--- config.mk ---
export PLATFORM = sky130hd
export DESIGN_NAME = usr_regs
export DESIGN_NICKNAME = d
export VERILOG_FILES = /design/src/inc/usr_pkg.sv /design/src/usr_sticky.sv /design/src/usr_regs.sv
export SDC_FILE = /design/constraint.sdc
export NUM_CORES = 1
export LEC_CHECK = 0
export BUFFER_PORTS_ARGS = -buffer_cell sky130_fd_sc_hd__buf_2
export CAP_MARGIN = 20
export CELL_PAD_IN_SITES_DETAIL_PLACEMENT = 1
export CELL_PAD_IN_SITES_GLOBAL_PLACEMENT = 1
export CORE_UTILIZATION = 36
export CTS_CLUSTER_DIAMETER = 200
export CTS_CLUSTER_SIZE = 16
export DETAILED_ROUTE_END_ITERATION = 10
export GPL_TIMING_DRIVEN = 1
export PLACE_DENSITY_LB_ADDON = 0.1
export SLEW_MARGIN = 20
export SYNTH_ARGS = -nofsm -noshare
export SYNTH_HDL_FRONTEND = slang
export SYNTH_SLANG_ARGS = --single-unit
--- constraint.sdc ---
create_clock -name clk_sys -period 3.2 [get_ports clk_sys]
set_input_delay 0.32 -clock clk_sys [delete_from_list [all_inputs] [get_ports clk_sys]]
set_output_delay 0.32 -clock clk_sys [all_outputs]
set_load 0.005 [all_outputs]
--- src/inc/usr_pkg.sv ---
package usr_pkg;

   // ----------------------------------------------------------------
   // register indices (byte address is four times the index)
   // ----------------------------------------------------------------
   localparam logic [15:0] IDX_SERIAL_STATUS = 16'h4120;
   localparam logic [15:0] IDX_SERIAL_TRANSMIT_BYTE = 16'h4121;
   localparam logic [15:0] IDX_INFRARED_MODE_CONTROL = 16'h4123;
   localparam logic [15:0] IDX_IRQ_STATUS = 16'h4124;
   localparam logic [15:0] IDX_IRQ_CLEAR = 16'h4125;
   localparam logic [15:0] IDX_IRQ_ENABLE = 16'h4126;

   // ----------------------------------------------------------------
   // serial_status field positions
   // ----------------------------------------------------------------
   localparam int POS_FRAMING_ERR = 6;
   localparam int POS_PARITY_ERR = 5;
   localparam int POS_OVERRUN_ERR = 4;
   localparam int POS_SECOND_BYTE = 3;
   localparam int POS_TX_BUSY = 2;
   localparam int POS_RX_READY = 1;
   localparam int POS_TX_BUFFER_EMPTY = 0;

   // infrared_mode_control field position
   localparam int POS_INFRARED_MODE_SEL = 0;

   // ----------------------------------------------------------------
   // interrupt event layout
   // ----------------------------------------------------------------
   localparam int IRQ_W = 5;
   localparam int IRQ_TX_EMPTY = 0;
   localparam int IRQ_RX_READY = 1;
   localparam int IRQ_FRAMING = 2;
   localparam int IRQ_PARITY = 3;
   localparam int IRQ_OVERRUN = 4;

   // ----------------------------------------------------------------
   // reset values and data limits
   // ----------------------------------------------------------------
   localparam logic [7:0] RST_TRANSMIT_BYTE = 8'h00;
   localparam logic RST_TX_BUFFER_EMPTY = 1'b1;
   localparam logic RST_INFRARED_MODE_SEL = 1'b0;
   localparam logic [IRQ_W-1:0] RST_IRQ_ENABLE = 5'h00;
   localparam logic [7:0] SEVEN_BIT_MASK = 8'h7f;
   localparam logic [1:0] RX_DEPTH = 2'h2;

   // ----------------------------------------------------------------
   // carriers
   // ----------------------------------------------------------------
   typedef struct packed {
      logic framing_err;
      logic parity_err;
      logic overrun_err;
      logic byte_in;
      logic byte_taken;
   } usr_rx_evt_type;

   typedef struct packed {
      logic start;
      logic [7:0] data;
   } usr_tx_req_type;

endpackage : usr_pkg

--- src/usr_sticky.sv ---
`timescale 1ns/1ps
`default_nettype none

// ------------------------------------------------------------------
// sticky flags, set beats clear in the same cycle
// ------------------------------------------------------------------
module usr_sticky #(
   parameter int W = 1
) (
   // clock and reset
   input wire logic clk_sys,
   input wire logic rst,
   // events
   input wire logic [W-1:0] set,
   input wire logic [W-1:0] clr,
   // flags
   output logic [W-1:0] flag
);

   typedef struct packed {
      logic [W-1:0] flag;
   } usr_sticky_state_type;

   usr_sticky_state_type state;
   usr_sticky_state_type next_state;

   always_comb begin
      next_state = state;
      // a clear never loses an event of the same cycle
      next_state.flag = (state.flag & ~clr) | set;
   end

   always_ff @(posedge clk_sys) begin
      if (rst) begin
         state <= '0;
      end else begin
         state <= next_state;
      end
   end

   assign flag = state.flag;

endmodule : usr_sticky

`default_nettype wire

--- src/usr_regs.sv ---
// Chosen here: register access over Avalon-MM.
`timescale 1ns/1ps
`default_nettype none

module usr_regs #(
   parameter int ADDR_W = 18
) (
   // clock and reset
   input wire logic clk_sys,
   input wire logic rst,
   // avalon-mm slave
   input wire logic [ADDR_W-1:0] avs_address,
   input wire logic avs_read,
   input wire logic avs_write,
   input wire logic [3:0] avs_byteenable,
   input wire logic [31:0] avs_writedata,
   output logic [31:0] avs_readdata,
   output logic avs_waitrequest,
   // receiver events, same clock
   input wire usr_pkg::usr_rx_evt_type rx_evt,
   // frame format, same clock
   input wire logic seven_bit_frame,
   // transmit shifter handshake, same clock
   input wire logic tx_shift_ready,
   input wire logic tx_shift_done,
   output usr_pkg::usr_tx_req_type tx_req,
   // infrared modulator control
   output logic infrared_mode_sel,
   // interrupt
   output logic irq
);

   // ----------------------------------------------------------------
   // state
   // ----------------------------------------------------------------
   typedef struct packed {
      logic waitreq;
      logic [31:0] readdata;
      logic ir_mode;
      logic [7:0] tx_byte;
      logic tx_empty;
      logic tx_busy;
      logic tx_start;
      logic [7:0] tx_data;
      logic [1:0] rx_count;
      logic [usr_pkg::IRQ_W-1:0] irq_enable;
      logic irq;
   } usr_regs_state_type;

   usr_regs_state_type state;
   usr_regs_state_type next_state;

   // ----------------------------------------------------------------
   // decode
   // ----------------------------------------------------------------
   logic [15:0] word_index;
   logic access_now;
   logic wr_now;
   logic wr_lane0;
   logic sel_status;
   logic sel_tx_byte;
   logic sel_ir;
   logic sel_irq_status;
   logic sel_irq_clear;
   logic sel_irq_enable;

   assign word_index = 16'(avs_address[ADDR_W-1:2]);
   // the access completes in the cycle where waitrequest is low
   assign access_now = (avs_read | avs_write) & ~state.waitreq;
   assign wr_now = avs_write & ~state.waitreq;
   assign wr_lane0 = wr_now & avs_byteenable[0];
   assign sel_status = (word_index == usr_pkg::IDX_SERIAL_STATUS);
   assign sel_tx_byte = (word_index == usr_pkg::IDX_SERIAL_TRANSMIT_BYTE);
   assign sel_ir = (word_index == usr_pkg::IDX_INFRARED_MODE_CONTROL);
   assign sel_irq_status = (word_index == usr_pkg::IDX_IRQ_STATUS);
   assign sel_irq_clear = (word_index == usr_pkg::IDX_IRQ_CLEAR);
   assign sel_irq_enable = (word_index == usr_pkg::IDX_IRQ_ENABLE);

   // ----------------------------------------------------------------
   // receive occupancy and error flags
   // ----------------------------------------------------------------
   logic rx_full_push;
   logic [2:0] err_set;
   logic [2:0] err_clr;
   logic [2:0] err_flag;

   // a byte arriving with both slots held and none leaving is lost
   assign rx_full_push = rx_evt.byte_in & ~rx_evt.byte_taken & (state.rx_count == usr_pkg::RX_DEPTH);

   assign err_set[2] = rx_evt.framing_err;
   assign err_set[1] = rx_evt.parity_err;
   assign err_set[0] = rx_evt.overrun_err | rx_full_push;

   // writing a one to an error bit clears it
   assign err_clr[2] = wr_lane0 & sel_status & avs_writedata[usr_pkg::POS_FRAMING_ERR];
   assign err_clr[1] = wr_lane0 & sel_status & avs_writedata[usr_pkg::POS_PARITY_ERR];
   assign err_clr[0] = wr_lane0 & sel_status & avs_writedata[usr_pkg::POS_OVERRUN_ERR];

   usr_sticky #(
      .W(3)
   ) u_err (
      .clk_sys(clk_sys),
      .rst(rst),
      .set(err_set),
      .clr(err_clr),
      .flag(err_flag)
   );

   // ----------------------------------------------------------------
   // interrupt status
   // ----------------------------------------------------------------
   logic [usr_pkg::IRQ_W-1:0] irq_set;
   logic [usr_pkg::IRQ_W-1:0] irq_clr;
   logic [usr_pkg::IRQ_W-1:0] irq_flag;

   always_comb begin
      irq_set = '0;
      irq_set[usr_pkg::IRQ_TX_EMPTY] = state.tx_start;
      irq_set[usr_pkg::IRQ_RX_READY] = rx_evt.byte_in;
      irq_set[usr_pkg::IRQ_FRAMING] = err_set[2];
      irq_set[usr_pkg::IRQ_PARITY] = err_set[1];
      irq_set[usr_pkg::IRQ_OVERRUN] = err_set[0];
   end

   assign irq_clr = (wr_lane0 & sel_irq_clear) ? avs_writedata[usr_pkg::IRQ_W-1:0] : '0;

   usr_sticky #(
      .W(usr_pkg::IRQ_W)
   ) u_irq (
      .clk_sys(clk_sys),
      .rst(rst),
      .set(irq_set),
      .clr(irq_clr),
      .flag(irq_flag)
   );

   // ----------------------------------------------------------------
   // read mux
   // ----------------------------------------------------------------
   logic [7:0] status_byte;
   logic [31:0] read_word;

   always_comb begin
      status_byte = 8'h00;
      status_byte[usr_pkg::POS_FRAMING_ERR] = err_flag[2];
      status_byte[usr_pkg::POS_PARITY_ERR] = err_flag[1];
      status_byte[usr_pkg::POS_OVERRUN_ERR] = err_flag[0];
      status_byte[usr_pkg::POS_SECOND_BYTE] = (state.rx_count == usr_pkg::RX_DEPTH);
      status_byte[usr_pkg::POS_TX_BUSY] = state.tx_busy;
      status_byte[usr_pkg::POS_RX_READY] = (state.rx_count != 2'h0);
      status_byte[usr_pkg::POS_TX_BUFFER_EMPTY] = state.tx_empty;
   end

   always_comb begin
      read_word = 32'h0000_0000;
      if (sel_status) begin
         read_word[7:0] = status_byte;
      end else if (sel_tx_byte) begin
         read_word[7:0] = state.tx_byte;
      end else if (sel_ir) begin
         read_word[usr_pkg::POS_INFRARED_MODE_SEL] = state.ir_mode;
      end else if (sel_irq_status) begin
         read_word[usr_pkg::IRQ_W-1:0] = irq_flag;
      end else if (sel_irq_enable) begin
         read_word[usr_pkg::IRQ_W-1:0] = state.irq_enable;
      end
   end

   // ----------------------------------------------------------------
   // next state
   // ----------------------------------------------------------------
   logic load_tx;
   logic start_now;

   assign load_tx = wr_lane0 & sel_tx_byte;
   // one start per byte: the pulse itself blocks a second one
   assign start_now = ~state.tx_empty & tx_shift_ready & ~state.tx_start;

   always_comb begin
      next_state = state;

      // one wait cycle, then the answer; readdata is ready at that edge
      next_state.waitreq = ~((avs_read | avs_write) & state.waitreq);
      if ((avs_read | avs_write) & state.waitreq) begin
         next_state.readdata = read_word;
      end

      if (wr_lane0 & sel_ir) begin
         next_state.ir_mode = avs_writedata[usr_pkg::POS_INFRARED_MODE_SEL];
      end
      if (wr_lane0 & sel_irq_enable) begin
         next_state.irq_enable = avs_writedata[usr_pkg::IRQ_W-1:0];
      end

      // transmit buffer and shifter hand-off
      next_state.tx_start = start_now;
      if (start_now) begin
         // seven-bit frames carry only the low seven bits
         next_state.tx_data = seven_bit_frame ? (state.tx_byte & usr_pkg::SEVEN_BIT_MASK) : state.tx_byte;
         next_state.tx_empty = 1'b1;
      end
      if (load_tx) begin
         // a write into a full buffer replaces the waiting byte
         next_state.tx_byte = avs_writedata[7:0];
         next_state.tx_empty = 1'b0;
      end
      if (start_now) begin
         next_state.tx_busy = 1'b1;
      end else if (tx_shift_done & state.tx_empty & ~state.tx_start) begin
         next_state.tx_busy = 1'b0;
      end

      // receive occupancy, capped at two bytes
      if (rx_evt.byte_in & ~rx_evt.byte_taken & (state.rx_count != usr_pkg::RX_DEPTH)) begin
         next_state.rx_count = state.rx_count + 2'h1;
      end else if (rx_evt.byte_taken & ~rx_evt.byte_in & (state.rx_count != 2'h0)) begin
         next_state.rx_count = state.rx_count - 2'h1;
      end

      next_state.irq = |(irq_flag & state.irq_enable);
   end

   // ----------------------------------------------------------------
   // registers
   // ----------------------------------------------------------------
   always_ff @(posedge clk_sys) begin
      if (rst) begin
         state.waitreq <= 1'b1;
         state.readdata <= 32'h0000_0000;
         state.ir_mode <= usr_pkg::RST_INFRARED_MODE_SEL;
         state.tx_byte <= usr_pkg::RST_TRANSMIT_BYTE;
         state.tx_empty <= usr_pkg::RST_TX_BUFFER_EMPTY;
         state.tx_busy <= 1'b0;
         state.tx_start <= 1'b0;
         state.tx_data <= usr_pkg::RST_TRANSMIT_BYTE;
         state.rx_count <= 2'h0;
         state.irq_enable <= usr_pkg::RST_IRQ_ENABLE;
         state.irq <= 1'b0;
      end else begin
         state <= next_state;
      end
   end

   // ----------------------------------------------------------------
   // outputs
   // ----------------------------------------------------------------
   assign avs_readdata = state.readdata;
   assign avs_waitrequest = state.waitreq;
   assign tx_req.start = state.tx_start;
   assign tx_req.data = state.tx_data;
   assign infrared_mode_sel = state.ir_mode;
   assign irq = state.irq;

endmodule : usr_regs

`default_nettype wire

==> impl_metrics.csv <==
group,metric,value,unit
yosys,syn_inst,279,
cts,cts_max_level,2,
worst_setup_path,cp-endpoint,"tx_req[0]",
yosys,yosysTopAreaCell,"dfxtp_1",
routing,avgRoutedWirePerCell,15.1,µm
placed_design,pre_cts_slack,1.10,ns
yosys,ys_seq_area_share,37.8,%
timing,slew_violations,0,
cts,cts_hold_buf,0,
cts,clk_latency,0.31,ns
routing,postRouteAntennaNets,0,
final_layout,area_growth_syn_to_layout,8.25,%
power,p_per_area,407,nW/µm²
min_path,whs_path_depth,2,
cts,post_cts_buffers,0,
worst_setup_path,startpoint,"tx_req[8]",
yosys,synth_warnings,0,
timing,fmax,0.556,GHz
cts,numCtsBuffers,5,
routing,vias,1988,
placed_design,gp_congestion,0.752,
worst_setup_path,cp-end-kind,"register",
grt,grt_use_total,17.9,%
cts,cts_buffer_depth,2,
status,status,"finished, final reports clean",
power,p_leak,0.00107,µW
placed_design,place_hpwl,4.39,mm
routing,drtIter0Drc,90,
final_layout,finalNetCount,378,
grt,grt_max_degree,45,
yosys,avgSynthCellArea,8.53,µm²
cts,path_clk_slew,0.09,ns
routing,wl,5.88,mm
floorplanning,start_util,37.5,%
timing,tns,0,ns
worst_setup_path,cp.required,3.37,ns
floorplanning,rows,29,
routing,drt-pass1-iter-count,4,
routing,vias_per_cell,5.10,
timing,setup_slack,1.40,ns
worst_setup_path,startpoint_type,"register",
timing,relSlewSlack,36.0,%
timing,hold_viol,0,
floorplanning,ios,110,
placed_design,dp.cells,382,
cts,cts_tree,"done",
cts,ctsRootBufferMaster,"clkbuf_8",
worst_setup_path,slowest_delay,0.79,ns
worst_setup_path,rr_endpoint,"tx_req[0]",
worst_setup_path,r2r_cells,4,
worst_setup_path,crit_type,"reg2reg",
floorplanning,fp.dieH,83.3,µm
cts,post_cts_resized,0,
grt,grt_pass1_wl,9.76,mm
worst_setup_path,r2r_start,"tx_req[8]",
routing,drc,0,
yosys,yosysTopAreaCellShare,37.8,%
placed_design,io_buffers,56,
timing,timing.final.crit_period,1.80,ns
yosys,ys_ff_latch,45,
grt,antenna_found_initial,0,
final_layout,drive_gt1_share,21.7,%
worst_setup_path,cp_cell_sequence,"nor2b_1, nor2b_1, mux2i_1, nor2_1",
yosys,netlist_area,2380,µm²
final_layout,instances_no_fill,390,
grt,grt_pass1_vias,1936,
yosys,synth_cell_types,42,
yosys,synthTopCellsByArea,"dfxtp_1 38%, buf_4 13%, mux2i_1 5.5%",
grt,grt-ovfl-total,0,
worst_setup_path,r2r_setup_slack,1.40,ns
cts,clkSinkCount,45,
flow_run,drv_cap,0,
worst_setup_path,cp_max_fo,10,
timing,fin_skew,0.00961,ns
final_layout,diodes,0,
worst_setup_path,slowest_stage,"nor2b_1",
floorplanning,die-area,6940,µm²
worst_setup_path,arrival,1.96,ns
timing,worst_slew_pin_slew,0.957,ns
floorplanning,coreArea,6350,µm²
floorplanning,die_w,83.3,µm
timing,rsz0062_at_grt,"no",
timing,fin_crit_sh,56.2,%
worst_setup_path,cpMostUsedCell,"nor2b_1",
timing,setup_viol_count_final,0,
min_path,hp-class,"in2reg",
power,vdd_drop_max,0.000198,V
cells in the final DEF (no fill, tap or decap), types with 13 or more instances in the layout:
master and instances:
o21ai_0 14, mux2i_1 13, nand2b_1 18, nand3_1 13, nor2_1 17, conb_1 24
nand2_1 17, buf_2 56, dfxtp_1 45, a21oi_1 17
routing by layer:
metal	track usage, %	up-vias	wire length (µm)
li1	-	992	-
met1	23.6	940	2840
met2	29.6	52	2750
met3	3.48	4	259
met4	5.49	0	36
met5	0	-	0
cell type report:
| cell class | count | area (µm²) |
|---|---|---|
| Fill cell | 797 | 3770 |
| Clock buffer | 5 | 68.8 |
| Sequential cell | 45 | 901 |
| Multi-Input combinational cell | 195 | 1170 |
| Clock inverter | 3 | 25.0 |
| Inverter | 9 | 33.8 |
| Tap cell | 77 | 96.3 |
| Timing Repair Buffer | 56 | 280 |
Yosys cell counts:
cell,instances
o21bai_1,1
and4_1,1
o21a_1,1
or4b_4,2
or4_1,1
a22oi_1,1
nor3b_1,4
a311oi_1,5
buf_4,41
or4_4,1
and3b_1,2
o21ai_0,14
nand3b_1,2
a21oi_1,17
conb_1,1
a221o_1,3
a211oi_1,2
nor4b_1,6
o31ai_1,1
a31o_2,1
clkbuf_1,11
nand2_1,17
buf_6,1
and3_1,1
a222oi_1,1
nor4_1,3
nand2b_1,18
a32oi_1,2
nor3_1,3
mux2i_1,13
o21ai_1,3
nor2b_1,6
a41oi_1,1
o311a_1,1
o22ai_1,1
o2111ai_1,3
dfxtp_1,45
inv_1,9
or4b_1,1
nand4_1,2
nor2_1,17
nand3_1,13
cells by family after synthesis:
group / count (synthesis) / synth area share (%)
other: 1 / 0.157
buffers and inverters: 62 / 16.6
DFF: 45 / 37.8
AOI/OAI and AO/OA: 58 / 15.8
muxes: 13 / 5.46
and+or+nand+nor: 100 / 24.2
where the power goes:
group | leakage (µW) | switching (µW) | internal, µW
registers | 0.000365 | 7.27 | 568
logic | 0.000661 | 59.4 | 38.2
clock network | 0.0000447 | 218 | 158
metrics by stage:
stage,power [µW],hold WS (ns),utilization (%),area (µm²)
after floorplan,662,0.417,-,2470
after global placement,685,0.420,39.1,2480
after detailed placement,687,0.433,39.1,2480
after CTS,1060,0.238,40.6,2580
after global routing,1100,0.239,40.6,2580
final,1050,0.241,40.6,2580
sequential cells by signal, summed over array words and instances, names as in the netlist:
| register | count |
|---|---|
| avs_readdata | 8 |
| u_err.flag | 3 |
| infrared_mode_sel | 1 |
| state | 17 |
| u_irq.flag | 5 |
| avs_waitrequest | 1 |
| irq | 1 |
| tx_req | 9 |
worst max-delay path: cells and delay by family (launching register included):
kind	cells	cell delay, ns
flip-flops	1	0.36
multiplexers	1	0.26
AND/OR/NAND/NOR	3	1.05
how the worst min path moves through the flow:
stage / slack (ns) / to / from
after floorplan: 0.42 / avs_readdata[2] / avs_readdata[2]
after global placement: 0.42 / avs_readdata[4] / avs_readdata[4]
after detailed placement: 0.43 / avs_readdata[2] / avs_readdata[2]
after CTS: 0.24 / u_irq.flag[3] / avs_writedata[3]
after global routing: 0.24 / u_irq.flag[2] / avs_writedata[2]
final: 0.24 / u_irq.flag[1] / avs_writedata[1]
No activity file was read; power rests on OpenSTA's default activity.
